`config.mk`:
```
export PLATFORM = sky130hd
export DESIGN_NAME = fault_status_mode
export DESIGN_NICKNAME = d
export VERILOG_FILES = /design/src/fault_status_mode.v /design/src/retry_timer.v /design/src/us_tick.v
export VERILOG_INCLUDE_DIRS = /design/src
export SDC_FILE = /design/constraint.sdc
export NUM_CORES = 1
export LEC_CHECK = 0
export BUFFER_PORTS_ARGS = -buffer_cell sky130_fd_sc_hd__buf_2
export CAP_MARGIN = 10
export CELL_PAD_IN_SITES_DETAIL_PLACEMENT = 0
export CELL_PAD_IN_SITES_GLOBAL_PLACEMENT = 1
export CORE_AREA = 2 2 101 103
export CTS_CLUSTER_DIAMETER = 150
export DETAILED_ROUTE_END_ITERATION = 7
export DIE_AREA = 0 0 103 105
export PLACE_DENSITY_LB_ADDON = 0.1
export SETUP_SLACK_MARGIN = 0.4
export SLEW_MARGIN = 40
export SYNTH_ARGS = -nofsm -noshare
export SYNTH_HDL_FRONTEND = slang
export SYNTH_SLANG_ARGS = --single-unit
```
`constraint.sdc`:
```
create_clock -name SYS_CLK_I -period 7.3 [get_ports SYS_CLK_I]
set_clock_uncertainty 0.2 [all_clocks]
set_input_delay 0.73 -clock SYS_CLK_I [delete_from_list [all_inputs] [get_ports SYS_CLK_I]]
set_output_delay 0.73 -clock SYS_CLK_I [all_outputs]
set_load 0.02 [all_outputs]
```
`src/fault_map.vh`:
```
`ifndef FAULT_MAP_VH
`define FAULT_MAP_VH
// ==========================================
// Register indices (printed offsets, 6-bit address)
`define ADDR_OC_STATUS 6'h06
`define ADDR_IF_STATUS 6'h07
`define ADDR_FAULT_MODE 6'h10
`define ADDR_RETRY_TIME 6'h16
`define ADDR_FAULT_CLEAR 6'h17
// ==========================================
// Reset values
`define RST_FAULT_MODE 16'h0015
`define RST_RETRY_TIME 4'h3
// ==========================================
// Field positions
`define PARITY_BIT 15
`define MODE_WARN_HI 12
`define MODE_WARN_LO 11
`define MODE_OV_HI 10
`define MODE_OV_LO 9
`define MODE_SERIAL_BIT 7
`define MODE_OC_HI 6
`define MODE_OC_LO 4
`define MODE_UV_HI 3
`define MODE_UV_LO 2
`define IF_OTP_BIT 4
`define IF_PARITY_BIT 2
`define IF_CONTENTION_BIT 1
`define IF_FRAMING_BIT 0
`define CLEAR_BIT 0
// ==========================================
// Mode encodings
`define MODE_SLOW 3'h0
`define MODE_FAST 3'h1
`define MODE_LATCH 3'h2
`define MODE_REPORT 3'h3
`define WARN_DISABLED 2'h3
// ==========================================
// Timing: times in microseconds, clock 50 MHz
`define CLK_MHZ 50
`define FAST_T0_US 23'h0001f4
`define FAST_T1_US 23'h0003e8
`define FAST_T2_US 23'h0007d0
`define FAST_T3_US 23'h001388
`define SLOW_T0_US 23'h07a120
`define SLOW_T1_US 23'h0f4240
`define SLOW_T2_US 23'h1e8480
`define SLOW_T3_US 23'h4c4b40
`define TICK_US_CYCLES (`CLK_MHZ)
`endif

```
`src/fault_status_mode.v`:
```
`timescale 1ns/100ps
`default_nettype none
`include "fault_map.vh"
// What this block does
// - High-side overcurrent flags: bit 6 phase C, 5 phase B, 4 phase A.
// - Low-side overcurrent flags: bit 2 phase C, 1 phase B, 0 phase A.
// - Retry overcurrent modes clear the flags themselves on recovery.
// - Clear command or sleep reset pulse clears overcurrent flags.
// - Bit 15 carries parity when parity enable is set, else reserved.
// - Interface bit 4 flags OTP load parity error.
// - Interface bit 2 flags serial frame parity error.
// - Interface bit 1 flags serial bus contention.
// - Interface bit 0 flags malformed serial frame.
// - Warning mode 12-11: slow retry, fast retry, report only, disabled.
// - Overvoltage mode 10-9: slow or fast retry tri-state.
// - Serial fault mode bit 7: report and latch, or disabled.
// - Overcurrent mode 6-4, reset 1: slow, fast, latched, report only.
// - Latched overcurrent keeps pre-driver off until clear command or sleep reset pulse.
// - Undervoltage mode 3-2, reset 1: slow or fast retry tri-state.
// - Any enabled fault asserts fault pin low and latches status.
// - Fast retry code: 0.5, 1, 2, 5 ms.
// - Slow retry code: 0.5, 1, 2, 5 s.
// - Writing clear bit clears latched faults; bit self-resets.
module fault_status_mode
(
   input wire SYS_CLK_I,
   input wire RESET_N_I,
   input wire SLEEP_RESET_I,
   input wire SERIAL_PARITY_ENABLE_I,
   input wire WR_EN_I,
   input wire RD_EN_I,
   input wire [5:0] ADDR_I,
   input wire [15:0] WDATA_I,
   input wire [2:0] HIGH_OVERCURRENT_I,
   input wire [2:0] LOW_OVERCURRENT_I,
   input wire SUPPLY_LOW_WARNING_I,
   input wire OVERVOLTAGE_I,
   input wire UNDERVOLTAGE_I,
   input wire OTP_LOAD_PARITY_ERROR_I,
   input wire SERIAL_PARITY_ERROR_I,
   input wire SERIAL_CONTENTION_ERROR_I,
   input wire SERIAL_FRAMING_ERROR_I,
   output reg [15:0] RDATA_O,
   output reg RVALID_O,
   output reg FAULT_OUT_N_O,
   output reg PREDRIVER_HIZ_O
);
   // ==========================================
   // Retry state machine, one-hot
   localparam ST_RUN = 3'b001;
   localparam ST_WAIT = 3'b010;
   localparam ST_LATCH = 3'b100;
   reg [15:0] mode_reg;
   reg [3:0] retry_reg;
   reg [6:0] oc_reg;
   reg [4:0] if_reg;
   reg [2:0] other_reg;
   reg [2:0] state_reg;
   reg [2:0] state_next;
   reg start_reg;
   reg fast_sel_reg;
   wire tick;
   wire done;
   wire [2:0] oc_mode = mode_reg[`MODE_OC_HI:`MODE_OC_LO];
   wire [1:0] warn_mode = mode_reg[`MODE_WARN_HI:`MODE_WARN_LO];
   wire [1:0] ov_mode = mode_reg[`MODE_OV_HI:`MODE_OV_LO];
   wire [1:0] uv_mode = mode_reg[`MODE_UV_HI:`MODE_UV_LO];
   wire serial_on = ~mode_reg[`MODE_SERIAL_BIT];
   wire clear_cmd = WR_EN_I && (ADDR_I == `ADDR_FAULT_CLEAR) && WDATA_I[`CLEAR_BIT];
   wire clear_all = clear_cmd | SLEEP_RESET_I;
   wire [5:0] oc_now = {HIGH_OVERCURRENT_I, LOW_OVERCURRENT_I};
   wire oc_any = |oc_now;
   wire oc_retry = (oc_mode == `MODE_SLOW) || (oc_mode == `MODE_FAST);
   wire oc_valid = oc_retry || (oc_mode == `MODE_LATCH) || (oc_mode == `MODE_REPORT);
   wire oc_hiz = oc_valid && (oc_mode != `MODE_REPORT);
   wire warn_on = (warn_mode != `WARN_DISABLED);
   wire warn_hiz = warn_on && (warn_mode != `MODE_LATCH);
   // Reserved overvoltage and undervoltage codes fall back to slow retry
   wire ov_fast = (ov_mode == 2'h1);
   wire uv_fast = (uv_mode == 2'h1);
   wire hiz_cause = (oc_any && oc_hiz) || (SUPPLY_LOW_WARNING_I && warn_hiz)
      || OVERVOLTAGE_I || UNDERVOLTAGE_I;
   wire cause_now = hiz_cause;
   // Fast retry if the active cause asks for it
   wire want_fast = (oc_any && oc_hiz && oc_mode == `MODE_FAST)
      || (SUPPLY_LOW_WARNING_I && warn_mode == 2'h1)
      || (OVERVOLTAGE_I && ov_fast) || (UNDERVOLTAGE_I && uv_fast);
   function parity16;
      input [14:0] d;
      begin
         parity16 = ^d;
      end
   endfunction
   // ==========================================
   // Timebase and retry timer
   us_tick u_tick
   (
      .clk_i(SYS_CLK_I),
      .rst_n_i(RESET_N_I),
      .tick_o(tick)
   );
   retry_timer u_timer
   (
      .clk_i(SYS_CLK_I),
      .rst_n_i(RESET_N_I),
      .tick_i(tick),
      .start_i(start_reg),
      .fast_i(fast_sel_reg),
      .fast_code_i(retry_reg[1:0]),
      .slow_code_i(retry_reg[3:2]),
      .done_o(done)
   );
   // ==========================================
   // Configuration registers
   always @(posedge SYS_CLK_I or negedge RESET_N_I)
   begin
      if (!RESET_N_I)
      begin
         mode_reg <= `RST_FAULT_MODE;
         retry_reg <= `RST_RETRY_TIME;
      end
      else if (WR_EN_I)
      begin
         if (ADDR_I == `ADDR_FAULT_MODE)
         begin
            // Reserved bits 14-13 and 8 kept zero
            mode_reg <= {WDATA_I[15], 2'h0, WDATA_I[12:9], 1'b0, WDATA_I[7:0]};
         end
         if (ADDR_I == `ADDR_RETRY_TIME)
         begin
            retry_reg <= WDATA_I[3:0];
         end
      end
   end
   // ==========================================
   // Status flags; a new event wins over a clear
   always @(posedge SYS_CLK_I or negedge RESET_N_I)
   begin
      if (!RESET_N_I)
      begin
         oc_reg <= 7'h00;
         if_reg <= 5'h00;
         other_reg <= 3'h0;
      end
      else
      begin
         if (oc_valid && oc_any)
         begin
            oc_reg <= (clear_all ? 7'h00 : oc_reg) | {oc_now[5:3], 1'b0, oc_now[2:0]};
         end
         else if (clear_all || (oc_retry && state_reg == ST_RUN && !oc_any && !start_reg))
         begin
            oc_reg <= 7'h00;
         end
         // Serial flags stay until a clear; no self-recovery in this mode
         if (clear_all)
         begin
            if_reg <= 5'h00;
         end
         if (OTP_LOAD_PARITY_ERROR_I)
         begin
            if_reg[`IF_OTP_BIT] <= 1'b1;
         end
         if (serial_on)
         begin
            if (SERIAL_PARITY_ERROR_I)
            begin
               if_reg[`IF_PARITY_BIT] <= 1'b1;
            end
            if (SERIAL_CONTENTION_ERROR_I)
            begin
               if_reg[`IF_CONTENTION_BIT] <= 1'b1;
            end
            if (SERIAL_FRAMING_ERROR_I)
            begin
               if_reg[`IF_FRAMING_BIT] <= 1'b1;
            end
         end
         other_reg <= (clear_all ? 3'h0 : other_reg)
            | {SUPPLY_LOW_WARNING_I && warn_on, OVERVOLTAGE_I, UNDERVOLTAGE_I};
      end
   end
   // ==========================================
   // Pre-driver retry control
   always @*
   begin
      state_next = state_reg;
      case (state_reg)
         ST_RUN:
         begin
            if (oc_any && oc_mode == `MODE_LATCH)
            begin
               state_next = ST_LATCH;
            end
            else if (cause_now)
            begin
               state_next = ST_WAIT;
            end
         end
         ST_WAIT:
         begin
            if (oc_any && oc_mode == `MODE_LATCH)
            begin
               state_next = ST_LATCH;
            end
            else if (done && !start_reg && !cause_now)
            begin
               state_next = ST_RUN;
            end
         end
         ST_LATCH:
         begin
            if (clear_all)
            begin
               state_next = ST_RUN;
            end
         end
         default: state_next = ST_RUN;
      endcase
   end
   always @(posedge SYS_CLK_I or negedge RESET_N_I)
   begin
      if (!RESET_N_I)
      begin
         state_reg <= ST_RUN;
         start_reg <= 1'b0;
         fast_sel_reg <= 1'b0;
         PREDRIVER_HIZ_O <= 1'b0;
      end
      else
      begin
         state_reg <= state_next;
         // Restart delay while the fault persists so timing counts from its end
         start_reg <= (state_next == ST_WAIT) && cause_now;
         if (cause_now)
         begin
            fast_sel_reg <= want_fast;
         end
         PREDRIVER_HIZ_O <= (state_next != ST_RUN);
      end
   end
   // ==========================================
   // Fault pin and register reads
   always @(posedge SYS_CLK_I or negedge RESET_N_I)
   begin
      if (!RESET_N_I)
      begin
         FAULT_OUT_N_O <= 1'b1;
         RDATA_O <= 16'h0000;
         RVALID_O <= 1'b0;
      end
      else
      begin
         FAULT_OUT_N_O <= ~((|oc_reg) || (|if_reg) || (|other_reg));
         RVALID_O <= RD_EN_I;
         if (RD_EN_I)
         begin
            case (ADDR_I)
               `ADDR_OC_STATUS: RDATA_O <= pwrap({8'h00, 1'b0, oc_reg});
               `ADDR_IF_STATUS: RDATA_O <= pwrap({11'h000, if_reg});
               `ADDR_FAULT_MODE: RDATA_O <= pwrap(mode_reg);
               `ADDR_RETRY_TIME: RDATA_O <= pwrap({12'h000, retry_reg});
               default: RDATA_O <= 16'h0000;
            endcase
         end
      end
   end
   function [15:0] pwrap;
      input [15:0] d;
      begin
         pwrap = {SERIAL_PARITY_ENABLE_I & parity16(d[14:0]), d[14:0]};
      end
   endfunction
endmodule
`default_nettype wire

```
`src/retry_timer.v`:
```
`timescale 1ns/100ps
`default_nettype none
`include "fault_map.vh"
// ==========================================
// Retry delay timer, counts microsecond ticks
module retry_timer
(
   input wire clk_i,
   input wire rst_n_i,
   input wire tick_i,
   input wire start_i,
   input wire fast_i,
   input wire [1:0] fast_code_i,
   input wire [1:0] slow_code_i,
   output reg done_o
);
   reg [22:0] cnt_reg;
   reg [22:0] limit;
   reg run_reg;
   function [22:0] delay_us;
      input fast;
      input [1:0] code;
      begin
         case ({fast, code})
            3'h4: delay_us = `FAST_T0_US;
            3'h5: delay_us = `FAST_T1_US;
            3'h6: delay_us = `FAST_T2_US;
            3'h7: delay_us = `FAST_T3_US;
            3'h0: delay_us = `SLOW_T0_US;
            3'h1: delay_us = `SLOW_T1_US;
            3'h2: delay_us = `SLOW_T2_US;
            default: delay_us = `SLOW_T3_US;
         endcase
      end
   endfunction
   always @*
   begin
      limit = delay_us(fast_i, fast_i ? fast_code_i : slow_code_i);
   end
   always @(posedge clk_i or negedge rst_n_i)
   begin
      if (!rst_n_i)
      begin
         cnt_reg <= 23'h000000;
         run_reg <= 1'b0;
         done_o <= 1'b0;
      end
      else if (start_i)
      begin
         cnt_reg <= 23'h000000;
         run_reg <= 1'b1;
         done_o <= 1'b0;
      end
      else if (run_reg && tick_i)
      begin
         if (cnt_reg >= limit - 23'h000001)
         begin
            run_reg <= 1'b0;
            done_o <= 1'b1;
         end
         cnt_reg <= cnt_reg + 23'h000001;
      end
   end
endmodule
`default_nettype wire

```
`src/us_tick.v`:
```
`timescale 1ns/100ps
`default_nettype none
`include "fault_map.vh"
// ==========================================
// One-microsecond enable pulse divider
module us_tick
(
   input wire clk_i,
   input wire rst_n_i,
   output reg tick_o
);
   reg [5:0] cnt_reg;
   always @(posedge clk_i or negedge rst_n_i)
   begin
      if (!rst_n_i)
      begin
         cnt_reg <= 6'h00;
         tick_o <= 1'b0;
      end
      else if (cnt_reg == (`TICK_US_CYCLES - 1))
      begin
         cnt_reg <= 6'h00;
         tick_o <= 1'b1;
      end
      else
      begin
         cnt_reg <= cnt_reg + 6'h01;
         tick_o <= 1'b0;
      end
   end
endmodule
`default_nettype wire
```
==> results of run 1 <==
==> logic make-up after synthesis <==
kind of cell,share of synthesized area
compound gates,0.1206
xor+xnor,0.07970
fa+ha+maj,0.08946
buf+inv,0.03659
flops,0.4465
mux,0.04717
other cells,0.001627
simple gates,0.1784
==> placed cells by master, fill, tap and decap left out, types with 3 or more instances in the layout <==
| master | count |
|---|---|
| o21ai_0 | 18 |
| nand3_1 | 25 |
| or3_1 | 5 |
| nand4_1 | 8 |
| buf_2 | 51 |
| mux2_4 | 10 |
| clkbuf_8 | 11 |
| xor2_1 | 21 |
| dfrtp_1 | 74 |
| xnor2_1 | 21 |
| a22o_1 | 8 |
| nand2b_1 | 4 |
| and4_1 | 4 |
| o211ai_1 | 3 |
| a21oi_1 | 10 |
| nor2b_1 | 4 |
| a211oi_1 | 4 |
| mux2_2 | 6 |
| a21o_1 | 6 |
| nor2_1 | 50 |
| and3_1 | 4 |
| a222oi_1 | 4 |
| a31oi_1 | 5 |
| inv_1 | 24 |
| dfstp_2 | 7 |
| conb_1 | 4 |
| a221oi_1 | 4 |
| nand2_1 | 38 |
| ha_1 | 33 |
==> critical path: stages, from the launching register on <==
cell	delay (ns)
dfrtp_1	0.58
clkinv_1	0.33
or3_1	0.44
ha_1	0.21
xnor2_1	0.16
ha_1	0.26
a211oi_1	0.21
o211ai_1	0.12
a221oi_1	0.32
o2111ai_1	0.25
a41o_1	0.30
==> metal layers <==
metal | vias to the layer above | global-route usage
li1 | 1692 | -
met1 | 1703 | 0.3182
met2 | 77 | 0.2857
met3 | 14 | 0.03880
met4 | 0 | 0.06861
met5 | - | 0
==> cell type report <==
| type | instances | area (um2) | share of cell area |
|---|---|---|---|
| clock buffer | 11 | 141.4 | 0.02721 |
| clock inverter | 5 | 62.56 | 0.01204 |
| inverter | 25 | 93.84 | 0.01806 |
| multi-input combinational | 332 | 2394 | 0.4606 |
| sequential | 82 | 2062 | 0.3968 |
| tap | 133 | 166.4 | 0.03203 |
| timing repair buffer | 53 | 276.5 | 0.05321 |
==> power by group through the flow <==
stage | registers [mW] | clock network, mW | logic (mW)
2_1_floorplan | 0.540 | 0 | 0.221
3_3_place_gp | 0.575 | 0 | 0.271
3_5_place_dp | 0.577 | 0 | 0.276
4_1_cts | 0.569 | 0.355 | 0.279
5_1_grt | 0.579 | 0.377 | 0.312
6_report | 0.567 | 0.345 | 0.276
==> stage by stage <==
step | power [mW] | worst slack [ns] | instance area [um2] | utilization
after floorplan | 0.7610 | 4.284 | 4623 | -
after global placement | 0.8462 | 3.981 | 4977 | 0.5164
after detailed placement | 0.8532 | 3.879 | 4982 | 0.5169
after CTS | 1.203 | 3.858 | 5186 | 0.5380
after global routing | 1.269 | 3.549 | 5196 | 0.5391
final | 1.188 | 3.818 | 5196 | 0.5391
==> path summary, 6_finish.rpt <==
| kind | depth (start not counted) | end | slack, ns | start |
|---|---|---|---|---|
| setup / recovery | 10 | u_timer.done_o | 3.82 | fast_sel_reg |
| hold / removal | 1 | u_timer.cnt_reg[8] | 0.17 | RESET_N_I |
| setup reg to reg | 10 | u_timer.done_o | 3.82 | fast_sel_reg |
| hold reg to reg | 1 | other_reg[0] | 0.29 | other_reg[0] |
| max in group asynchronous | 1 | start_reg | 6.20 | RESET_N_I |
| min in group SYS_CLK_I | 1 | other_reg[0] | 0.29 | other_reg[0] |
==> impl_results.md, run 1 <==
* Total die area at about 11000 um2
* Initial Util at 0.4788
* Antenna violations before repair at 0
* CP max FO at 11
* #FFs+latches synth at 82
* Combinational share of power at 0.232
* Routed WL at about 10000 um
* Final TNS setup at 0 ns
* Crit path capture type: flip-flop
* Status: complete, no violations
* Unique masters post-synth at 58
* Post-route ant nets at 0
* Routability cong. at about 0.80
* Vias at about 3500
* CP required at 7.35 ns
* Mean area per synthesized cell at 10.23 um2
* Core Rows at 36
* Max FFs per register at 23
* Post-CTS Setup Bufs at 0
* DPL Wire Length at roughly 7400 um
* Core area at 9639 um2
* Clock transition at path regs at ~0.08 ns
* Fillers at a little over 900
* Final-stage net count at between 500 and 600
* Peak supply drop at 0.1738 mV
* Drt first pass iters at 4
* Routed vias/inst at ~5.4
* Power Density at between 200 and 250 nW/um2
* Seq/Total Area, Yosys at 0.4465
* CTS resizes at 0
* Crit share post-route at 0.4770
* Area contributors post-synth: dfrtp_1 (41%), ha_1 (8.9%), nor2_1 (4.1%)
* Top cell type's share of synthesized area at 0.4066
* Period minus WS final at roughly 3.5 ns
* Slew @ Worst Pin at 0.7593 ns
* Layout cells sized above 1 at 0.2047
* M1 WL at 5147 um
* Most numerous cell in the Yosys netlist: dfrtp_1
* EDFF count, synth at 0
* Post-cts hold buffer count at 0
* Clock power share at 0.290
* Hold WS at roughly 0.17 ns
* Cell Area, Synth at approximately 4600 um2
* Die extent in y at around 110 um
* RSZ-0062 raised after global routing: false
* Worst-skew pair later-pin latency at around 0.36 ns
* Endpoints failing hold at 0
* Post-synth ARST share at 1.000
* Worst hold path type: input port to asynchronous set/reset pin
* Non-filler cells, final at 641
* Vias in the first global route at ~3400
* Critical Path Start Type: flip-flop
* Overflow after GRT at 0
* Switch Pwr at a little under 0.4 mW
* Crit Path Category: flip-flop to flip-flop
* ANT cells at 0
* Sequential power share at 0.477
* Synth top cells by count: dfrtp_1 (75), nor2_1 (50), nand2_1 (38)
* WL met2 at 4429 um
* Post-Synthesis Cells at about 450
* Max-Cap Viols at 0
* Largest net degree at the start of global routing at slightly above 80
* H-tree depth at 3
* Routed len/inst at roughly 16 um
* GRT Total Usage at 0.2056
* WL met3 at roughly 440 um
* Port bufs at between 50 and 60
* Final setup violation count at 0
* Leak at around 2.4 nW
* CTS tree: done
* Switch share at 0.3293
* First-pass GRT wire length at 17350 um
* Syn. warnings at 0
* WP data arrival at between 3 and 4 ns
* I/O Pins at 60
* Area leader, netlist: dfrtp_1
* Ys flop type: dfrtp_1
* Top Metal Used: met4
* Initial DRC count at ~140
* Drt drc at 0
* TritonCTS Sinks at 82
* Slew Limit Headroom at 0.4899
* Max Slew Vio Count at 0
* Pint at around 0.80 mW
* Fmax at about 290 MHz
* Maximum clock path buffer count at 2
* Placed cell count at between 600 and 700
* Area grow syn2layout at 12.58%
* Die X-Extent at 103 um
* Total CTS buffers at 9
* Root buffer cell: clkbuf_8
No activity file was read; power rests on OpenSTA's default activity.
==> run 2, diff against run 1 <==
--- a/config.mk
+++ b/config.mk
@@ -10,10 +10,10 @@
 export CAP_MARGIN = 10
 export CELL_PAD_IN_SITES_DETAIL_PLACEMENT = 0
 export CELL_PAD_IN_SITES_GLOBAL_PLACEMENT = 1
-export CORE_AREA = 2 2 101 103
+export CORE_AREA = 2 2 110 112
 export CTS_CLUSTER_DIAMETER = 150
 export DETAILED_ROUTE_END_ITERATION = 7
-export DIE_AREA = 0 0 103 105
+export DIE_AREA = 0 0 112 114
 export PLACE_DENSITY_LB_ADDON = 0.1
 export SETUP_SLACK_MARGIN = 0.4
 export SLEW_MARGIN = 40
==> constraint.sdc (replaced) <==
create_clock -name SYS_CLK_I -period 3.2 [get_ports SYS_CLK_I]
set_clock_uncertainty 0.2 [all_clocks]
set_input_delay 0.32 -clock SYS_CLK_I [delete_from_list [all_inputs] [get_ports SYS_CLK_I]]
set_output_delay 0.32 -clock SYS_CLK_I [all_outputs]
set_load 0.02 [all_outputs]
==> run 2 against run 1 <==
Register-to-register slack worse by 3.3 ns; maximum frequency is 28% higher; sequential share of layout area fell by 1.7 points; setup slack worse by 3.3 ns; first-iteration DRC count up 28%; sequential power grew 120%; utilization fell by 7.6 points; clock power rose to 3.1 times the previous value; critical path depth fell by 1; via count is 1.5% lower; largest power group unchanged; highest routed layer unchanged.
==> impl_results.md, run 2 (synthesis results as in run 1) <==
* Status: complete, no violations
* Max-Cap Viols at 0 (unchanged)
* Routed vias/inst at 5.148 (-5.3%)
* Largest net degree at the start of global routing at 37 (-55%)
* CP peak stage delay at 0.40 ns (-0.18 ns)
* Worst-skew pair later-pin latency at 0.34 ns (-0.02 ns)
* Commonest non-fill, non-tap cell in the layout: dfrtp_1
* Final-stage net count at 589 (+2.1%)
* Max FFs per register at 23 (unchanged)
* DPL Wire Length at 8215 um (+11%)
* Hold WS at 0.009108 ns (-0.1592 ns)
* H-tree depth at 3 (unchanged)
* Routed len/inst at 16.39 um (+2.9%)
* Power Density at 556.5 nW/um2 (+140%)
* R2R Path End: u_timer.done_o
* Combinational share of power at 0.242 (+0.010)
* Fillers at 1142 (+22%)
* CP max FO at 4 (-7)
* Post-route ant nets at 0 (unchanged)
* Worst R2R Setup Slack at 0.49 ns (-3.33 ns)
* Initial Util at 0.3941 (-0.08472)
* Worst Hold End: if_reg[2]
* Core area at 11710 um2 (+21%)
* R2R cell count at 9 (-1)
* First-pass GRT wire length at 18150 um (+4.6%)
* Slew @ Worst Pin at 0.8002 ns (+0.04088 ns)
* Critical R2R Launch: retry_reg[0]
* RSZ-0062 raised after global routing: true
* Worst hold path cell count at 3
* I/O Pins at 60 (unchanged)
* Endpoints failing hold at 0 (unchanged)
* GRT Total Usage at 0.1811 (-0.02447)
* Pint at 2.077 mW (+160%)
* Slew Limit Headroom at 0.4624 (-0.02746)
* Critical Path, Cell by Cell: or3_4 > ha_1 > xnor2_1 > ha_1 > a211oi_2 > o211ai_1 > a221oi_2 > o2111ai_2 > a41o_1
* Clock transition at path regs at 0.07 ns (about the same)
* Core Rows at 40 (+11%)
* Area grow syn2layout at 17.51%
* Vias at 3434 (-1.5%)
* Initial DRC count at 185 (+28%)
* Period minus WS final at 2.710 ns (-0.7720 ns)
* CTS tree: done
* Routed WL at 10930 um (+7.0%)
* Total die area at 12770 um2 (+18%)
* Stages on the worst setup path at 9 (-1)
* Max Slew Vio Count at 0 (unchanged)
* Commonest cells after routing, fill and taps aside: dfrtp_1 (75), buf_2 (51), nor2_1 (50)
* Switch Pwr at 0.9417 mW (+140%)
* Min-delay src: SERIAL_PARITY_ERROR_I
* Clock power share at 0.350 (+0.060)
* Total CTS buffers at 9 (unchanged)
* Maximum clock path buffer count at 2 (unchanged)
* Sequential power share at 0.408 (-0.069)
* Final setup violation count at 0 (unchanged)
* Antenna violations before repair at 0 (unchanged)
* Worst hold path type: input port to flip-flop
* Final TNS setup at 0 ns (unchanged)
* Crit path capture type: flip-flop
* Fmax at 369.0 MHz (+28%)
* Die extent in y at 114 um (+8.6%)
* Crit Path Category: flip-flop to flip-flop
* ANT cells at 0 (unchanged)
* Most frequent CP cell: ha_1
* Root buffer cell: clkbuf_16
* Die X-Extent at 112 um (+8.7%)
* Overflow after GRT at 0 (unchanged)
* Port bufs at 52 (unchanged)
* Critical Path Start Type: flip-flop
* Crit share post-route at 0.8470 (+0.3699)
* WP data arrival at 2.73 ns (-0.81 ns)
* CP top delay family: compound AO/OA/AOI/OAI gates
* Drt drc at 0 (unchanged)
* Switch share at 0.3120 (-0.01735)
* TritonCTS Sinks at 82 (unchanged)
* CP required at 3.22 ns (-4.13 ns)
* Leak at 2.544 nW (+4.9%)
* Critical-path top delay cell: or3_4
* Layout cells sized above 1 at 0.2269 (+0.02220)
* Routability cong. at 0.7686 (-4.3%)
* Peak supply drop at 0.3570 mV (+110%)
* Vias in the first global route at 3459 (+1.9%)
* WP buf/inv at 0 (-1)
* Drt first pass iters at 4 (unchanged)
==> run 2: power by group through the flow <==
| stage | combinational [mW] | sequential (mW) | clock, mW |
|---|---|---|---|
| after floorplan | 0.508 | 1.23 | 0 |
| final | 0.730 | 1.23 | 1.06 |
| after global routing | 0.827 | 1.25 | 1.14 |
| after global placement | 0.705 | 1.25 | 0 |
| after CTS | 0.745 | 1.23 | 1.09 |
| after detailed placement | 0.713 | 1.26 | 0 |
==> run 2: repair_timing <==
item | in CTS | in global routing
pin swaps | 6 | 5
setup endpoints to repair | 2 | 2
resized for setup | 4 | 0
setup buffers | 4 | 0
hold buffers | 3 | 0
hold endpoints to repair | 35 | 0
==> run 2: how the worst max path moves through the flow <==
stage                 startpoint              to  slack (ns)
detailed placement  fast_sel_reg  u_timer.done_o        0.23
global placement    fast_sel_reg  u_timer.done_o        0.37
floorplan           fast_sel_reg  u_timer.done_o        0.42
global route        retry_reg[0]  u_timer.done_o        0.33
CTS                 retry_reg[0]  u_timer.done_o        0.40
finish              retry_reg[0]  u_timer.done_o        0.49
==> run 2: layout make-up <==
| cell class | count | area (um2) | area share |
|---|---|---|---|
| clock buffer | 9 | 225.2 | 0.04152 |
| clock inverter | 7 | 75.07 | 0.01384 |
| inverter | 25 | 95.09 | 0.01753 |
| multi-input combinational | 332 | 2416 | 0.4454 |
| sequential | 82 | 2061 | 0.3799 |
| tap | 147 | 183.9 | 0.03391 |
| timing repair buffer | 65 | 367.9 | 0.06782 |
==> run 2: worst reg2reg max path, delay by kind of cell, from the launching register on <==
| kind | cells | cell delay (ns) |
|---|---|---|
| DFF | 1 | 0.39 |
| adders and majority gates | 2 | 0.48 |
| AOI/OAI and AO/OA | 5 | 0.97 |
| and+or+nand+nor | 1 | 0.40 |
| xor gates and xnor gates | 1 | 0.17 |
==> run 2: through the flow <==
| stage | cells | instance area [um2] | util | setup slack [ns] | power (mW) |
|---|---|---|---|---|---|
| floorplan | 453 | 4628 | - | 0.4160 | 1.740 |
| global placement | 644 | 5041 | 0.4304 | 0.3681 | 1.960 |
| detailed placement | 644 | 5041 | 0.4304 | 0.2257 | 1.969 |
| CTS | 667 | 5424 | 0.4631 | 0.4012 | 3.064 |
| global route | 667 | 5424 | 0.4631 | 0.3267 | 3.211 |
| finish | 667 | 5424 | 0.4631 | 0.4898 | 3.018 |
==> run 2: routing by layer <==
layer	part of all wire	vias up	GRT usage
met5	0	-	0
met4	0.0097	0	0.04634
met3	0.031	8	0.03613
met2	0.49	43	0.3042
met1	0.47	1664	0.2421
li1	-	1719	-
==> run 3, diff against run 2 <==
--- a/config.mk
+++ b/config.mk
@@ -6,14 +6,15 @@
 export SDC_FILE = /design/constraint.sdc
 export NUM_CORES = 1
 export LEC_CHECK = 0
+export ABC_AREA = 1
 export BUFFER_PORTS_ARGS = -buffer_cell sky130_fd_sc_hd__buf_2
 export CAP_MARGIN = 10
 export CELL_PAD_IN_SITES_DETAIL_PLACEMENT = 0
 export CELL_PAD_IN_SITES_GLOBAL_PLACEMENT = 1
-export CORE_AREA = 2 2 110 112
+export CORE_AREA = 2 2 112 114
 export CTS_CLUSTER_DIAMETER = 150
 export DETAILED_ROUTE_END_ITERATION = 7
-export DIE_AREA = 0 0 112 114
+export DIE_AREA = 0 0 114 116
 export PLACE_DENSITY_LB_ADDON = 0.1
 export SETUP_SLACK_MARGIN = 0.4
 export SLEW_MARGIN = 40
==> constraint.sdc (replaced) <==
create_clock -name SYS_CLK_I -period 2.7 [get_ports SYS_CLK_I]
set_clock_uncertainty 0.2 [all_clocks]
set_input_delay 0.27 -clock SYS_CLK_I [delete_from_list [all_inputs] [get_ports SYS_CLK_I]]
set_output_delay 0.27 -clock SYS_CLK_I [all_outputs]
set_load 0.02 [all_outputs]
==> run 3 against run 2 <==
Cell area increased by 15%; final cell count increased by 38%; critical path depth increased by 8; synthesized cell count up 50%; global-route usage up 2.6 points; sequential share of layout area decreased by 5.1 points; setup slack got worse by 0.19 ns; first-iteration DRC count up 27%; routed wire length rose by 19%; combinational power rose by 34%; hold slack improved by 0.012 ns; die area is 3.6% higher.
==> impl_results.md, run 3 <==
* Area grow syn2layout at 23.16%
* Max Slew Vio Count at 0 (unchanged)
* H-tree depth at 3 (unchanged)
* Slew Limit Headroom at 0.6306 (+0.1682)
* Synth top cells by count: nand2_1 (190), inv_1 (101), dfrtp_1 (75)
* Vias at 4550 (+32%)
* Die extent in y at 116 um (+1.8%)
* DPL Wire Length at 9797 um (+19%)
* Drt drc at 0 (unchanged)
* Commonest non-fill, non-tap cell in the layout: nand2_1
* Fmax at 415.8 MHz (+13%)
* Setup slack after layout at 0.2950 ns (-0.1947 ns)
* ANT cells at 0 (unchanged)
* WP data arrival at 2.44 ns (-0.29 ns)
* RSZ-0062 raised after global routing: true
* Port bufs at 52 (unchanged)
* Min-delay src: LOW_OVERCURRENT_I[1]
* Initial Util at 0.4268 (+0.03266)
* Seq/Total Area, Yosys at 0.4054 (-0.04110)
* Post-Synthesis Cells at 678 (+50%)
* Vias in the first global route at 4357 (+26%)
* Ys flop type: dfrtp_1
* Worst hold path cell count at 3 (unchanged)
* Final setup violation count at 0 (unchanged)
* Post-synth ARST share at 1.000 (unchanged)
* CP required at 2.73 ns (-0.49 ns)
* Commonest cells after routing, fill and taps aside: nand2_1 (184), inv_1 (97), dfrtp_1 (74)
* Slew @ Worst Pin at 0.5495 ns (-0.2507 ns)
* Critical Path Start Type: flip-flop
* First-pass GRT wire length at 21420 um (+18%)
* Status: complete, no violations
* Antenna violations before repair at 0 (unchanged)
* GRT Total Usage at 0.2076 (+0.02650)
* Core Rows at 40 (unchanged)
* Place WS at 0.1424 ns (-0.08334 ns)
* I/O Pins at 60 (unchanged)
* Crit Path Category: flip-flop to flip-flop
* Peak supply drop at 0.4278 mV (+20%)
* Max-Cap Viols at 0 (unchanged)
* Layout cells sized above 1 at 0.1804 (-0.04651)
* #FFs+latches synth at 82 (unchanged)
* Post-route ant nets at 0 (unchanged)
* Most numerous cell in the Yosys netlist: nand2_1
* Final TNS setup at 0 ns (unchanged)
* Period minus WS final at 2.405 ns (-0.3053 ns)
* Worst R2R Setup Slack at 0.30 ns (-0.19 ns)
* Worst hold path type: input port to flip-flop
* Root buffer cell: clkbuf_16
* Routed len/inst at 14.11 um (-14%)
* Overflow after GRT at 0 (unchanged)
* Routed WL at 13020 um (+19%)
* Worst-skew pair later-pin latency at 0.34 ns (about the same)
* R2R Path End: u_timer.done_o
* Mean area per synthesized cell at 7.498 um2 (-27%)
* Core area at 11910 um2 (+1.7%)
* Power Density at 583.7 nW/um2 (+4.9%)
* Post-route cell area at 6261 um2 (+15%)
* Cell Area, Synth at 5084 um2 (+10%)
* Syn. warnings at 0 (unchanged)
* Crit path capture type: flip-flop
* Top cell type's share of synthesized area at 0.3692 (-0.03743)
* R2R cell count at 17 (+8)
* Placed cell area at 5522 um2 (+9.5%)
* Crit share post-route at 0.8907 (+0.04378)
* Leak at 3.208 nW (+26%)
* Unique masters post-synth at 47 (-19%)
* Total die area at 13220 um2 (+3.6%)
* Critical R2R Launch: retry_reg[1]
* Max FFs per register at 23 (unchanged)
* Die X-Extent at 114 um (+1.8%)
* Total CTS buffers at 9 (unchanged)
* Routability cong. at 0.8528 (+11%)
* CP max FO at 4 (unchanged)
* TritonCTS Sinks at 82 (unchanged)
* Clock transition at path regs at 0.06 ns (about the same)
* Final-stage net count at 845 (+43%)
* Area leader, netlist: dfrtp_1
* Endpoints failing hold at 0 (unchanged)
* Area contributors post-synth: dfrtp_1 (37%), nand2_1 (14%), ha_1 (8.1%)
* CTS tree: done
* Drt first pass iters at 4 (unchanged)
* EDFF count, synth at 0 (unchanged)
* Initial DRC count at 235 (+27%)
* Maximum clock path buffer count at 2 (unchanged)
* Worst Hold End: oc_reg[1]
* Fillers at 1155 (+1.1%)
* Largest net degree at the start of global routing at 52 (+41%)
* Routed vias/inst at 4.930 (-4.3%)
[run 3: cell types whose count changed after synthesis, moves of 14 or more]
cell / before / now
a21oi_1: 10 / 30
xor2_1: 21 / 7
o21ai_0: 18 / 38
xnor2_1: 21 / 5
nand2_1: 38 / 190
inv_1: 24 / 101
[run 3: kinds of logic after synthesis]
kind of cell	after synthesis	synth area share
adders and majority gates	33	0.08122
other	2	0.001477
buffers and inverters	115	0.08860
muxes	2	0.004430
and+or+nand+nor	330	0.2858
AOI/OAI and AO/OA	102	0.1125
xor gates and xnor gates	12	0.02067
DFF	82	0.4054
[run 3: worst max-delay path: stages (launching register included)]
cell	delay (ns)
dfstp_2	0.58
inv_2	0.06
nand2_4	0.08
nor2_4	0.04
inv_2	0.06
ha_4	0.14
xor2_2	0.17
ha_4	0.23
nand2_1	0.05
nand2_1	0.04
a21oi_1	0.13
nand2_1	0.09
nand2_1	0.07
nand2_1	0.05
nand2_1	0.07
nand2_2	0.08
nand3_1	0.08
nand2_1	0.06
[run 3: metrics by stage]
| stage | power [mW] | hold WS [ns] | util | instances |
|---|---|---|---|---|
| floorplan | 2.061 | -0.2256 | - | 680 |
| global placement | 2.302 | 0.04207 | 0.4636 | 872 |
| detailed placement | 2.323 | 0.04817 | 0.4636 | 872 |
| global route | 3.904 | 0.05402 | 0.5256 | 923 |
| CTS | 3.596 | 0.01289 | 0.5126 | 917 |
| finish | 3.654 | 0.02159 | 0.5256 | 923 |
[run 3: how the worst max path moves through the flow]
stage | to | startpoint | slack (ns)
after floorplan | u_timer.run_reg | fast_sel_reg | 0.43
after global placement | u_timer.run_reg | retry_reg[0] | 0.20
after detailed placement | u_timer.run_reg | retry_reg[0] | 0.14
after CTS | u_timer.done_o | retry_reg[0] | 0.29
after global routing | u_timer.run_reg | retry_reg[1] | 0.18
final | u_timer.done_o | retry_reg[1] | 0.30
[run 3: what timing repair did]
item | in CTS | in global routing
gates cloned | 0 | 0
hold endpoints to repair | 57 | 0
hold buffers | 25 | 0
buffers inserted | 4 | 6
pin swaps | 3 | 14
gates resized for setup | 8 | 22
setup endpoints to repair | 2 | 2
[run 3: final cells by class]
cell class                 count  area [um2]  area share
clock buffer                  11       232.7     0.03717
clock inverter                 5       55.05    0.008793
inverter                     105       399.1     0.06375
multi-input combinational    483        2701      0.4315
sequential                    82        2062      0.3293
tap                          147       183.9     0.02938
timing repair buffer          90       626.9      0.1001
[run 3: report_power, final]
| group | leakage, nW | switching [mW] | total [mW] | internal [mW] |
|---|---|---|---|---|
| combinational | 2.02 | 0.585 | 0.980 | 0.395 |
| sequential | 1.05 | 0.115 | 1.47 | 1.35 |
| clock | 0.136 | 0.495 | 1.21 | 0.714 |
| total | 3.21 | 1.20 | 3.65 | 2.46 |
[run 3: per-layer routing]
| metal | GRT usage | routed length, um |
|---|---|---|
| met4 | 0.06992 | 208 |
| met5 | 0 | 0 |
| met2 | 0.3262 | 5971 |
| met1 | 0.2973 | 6500 |
| met3 | 0.02720 | 340 |
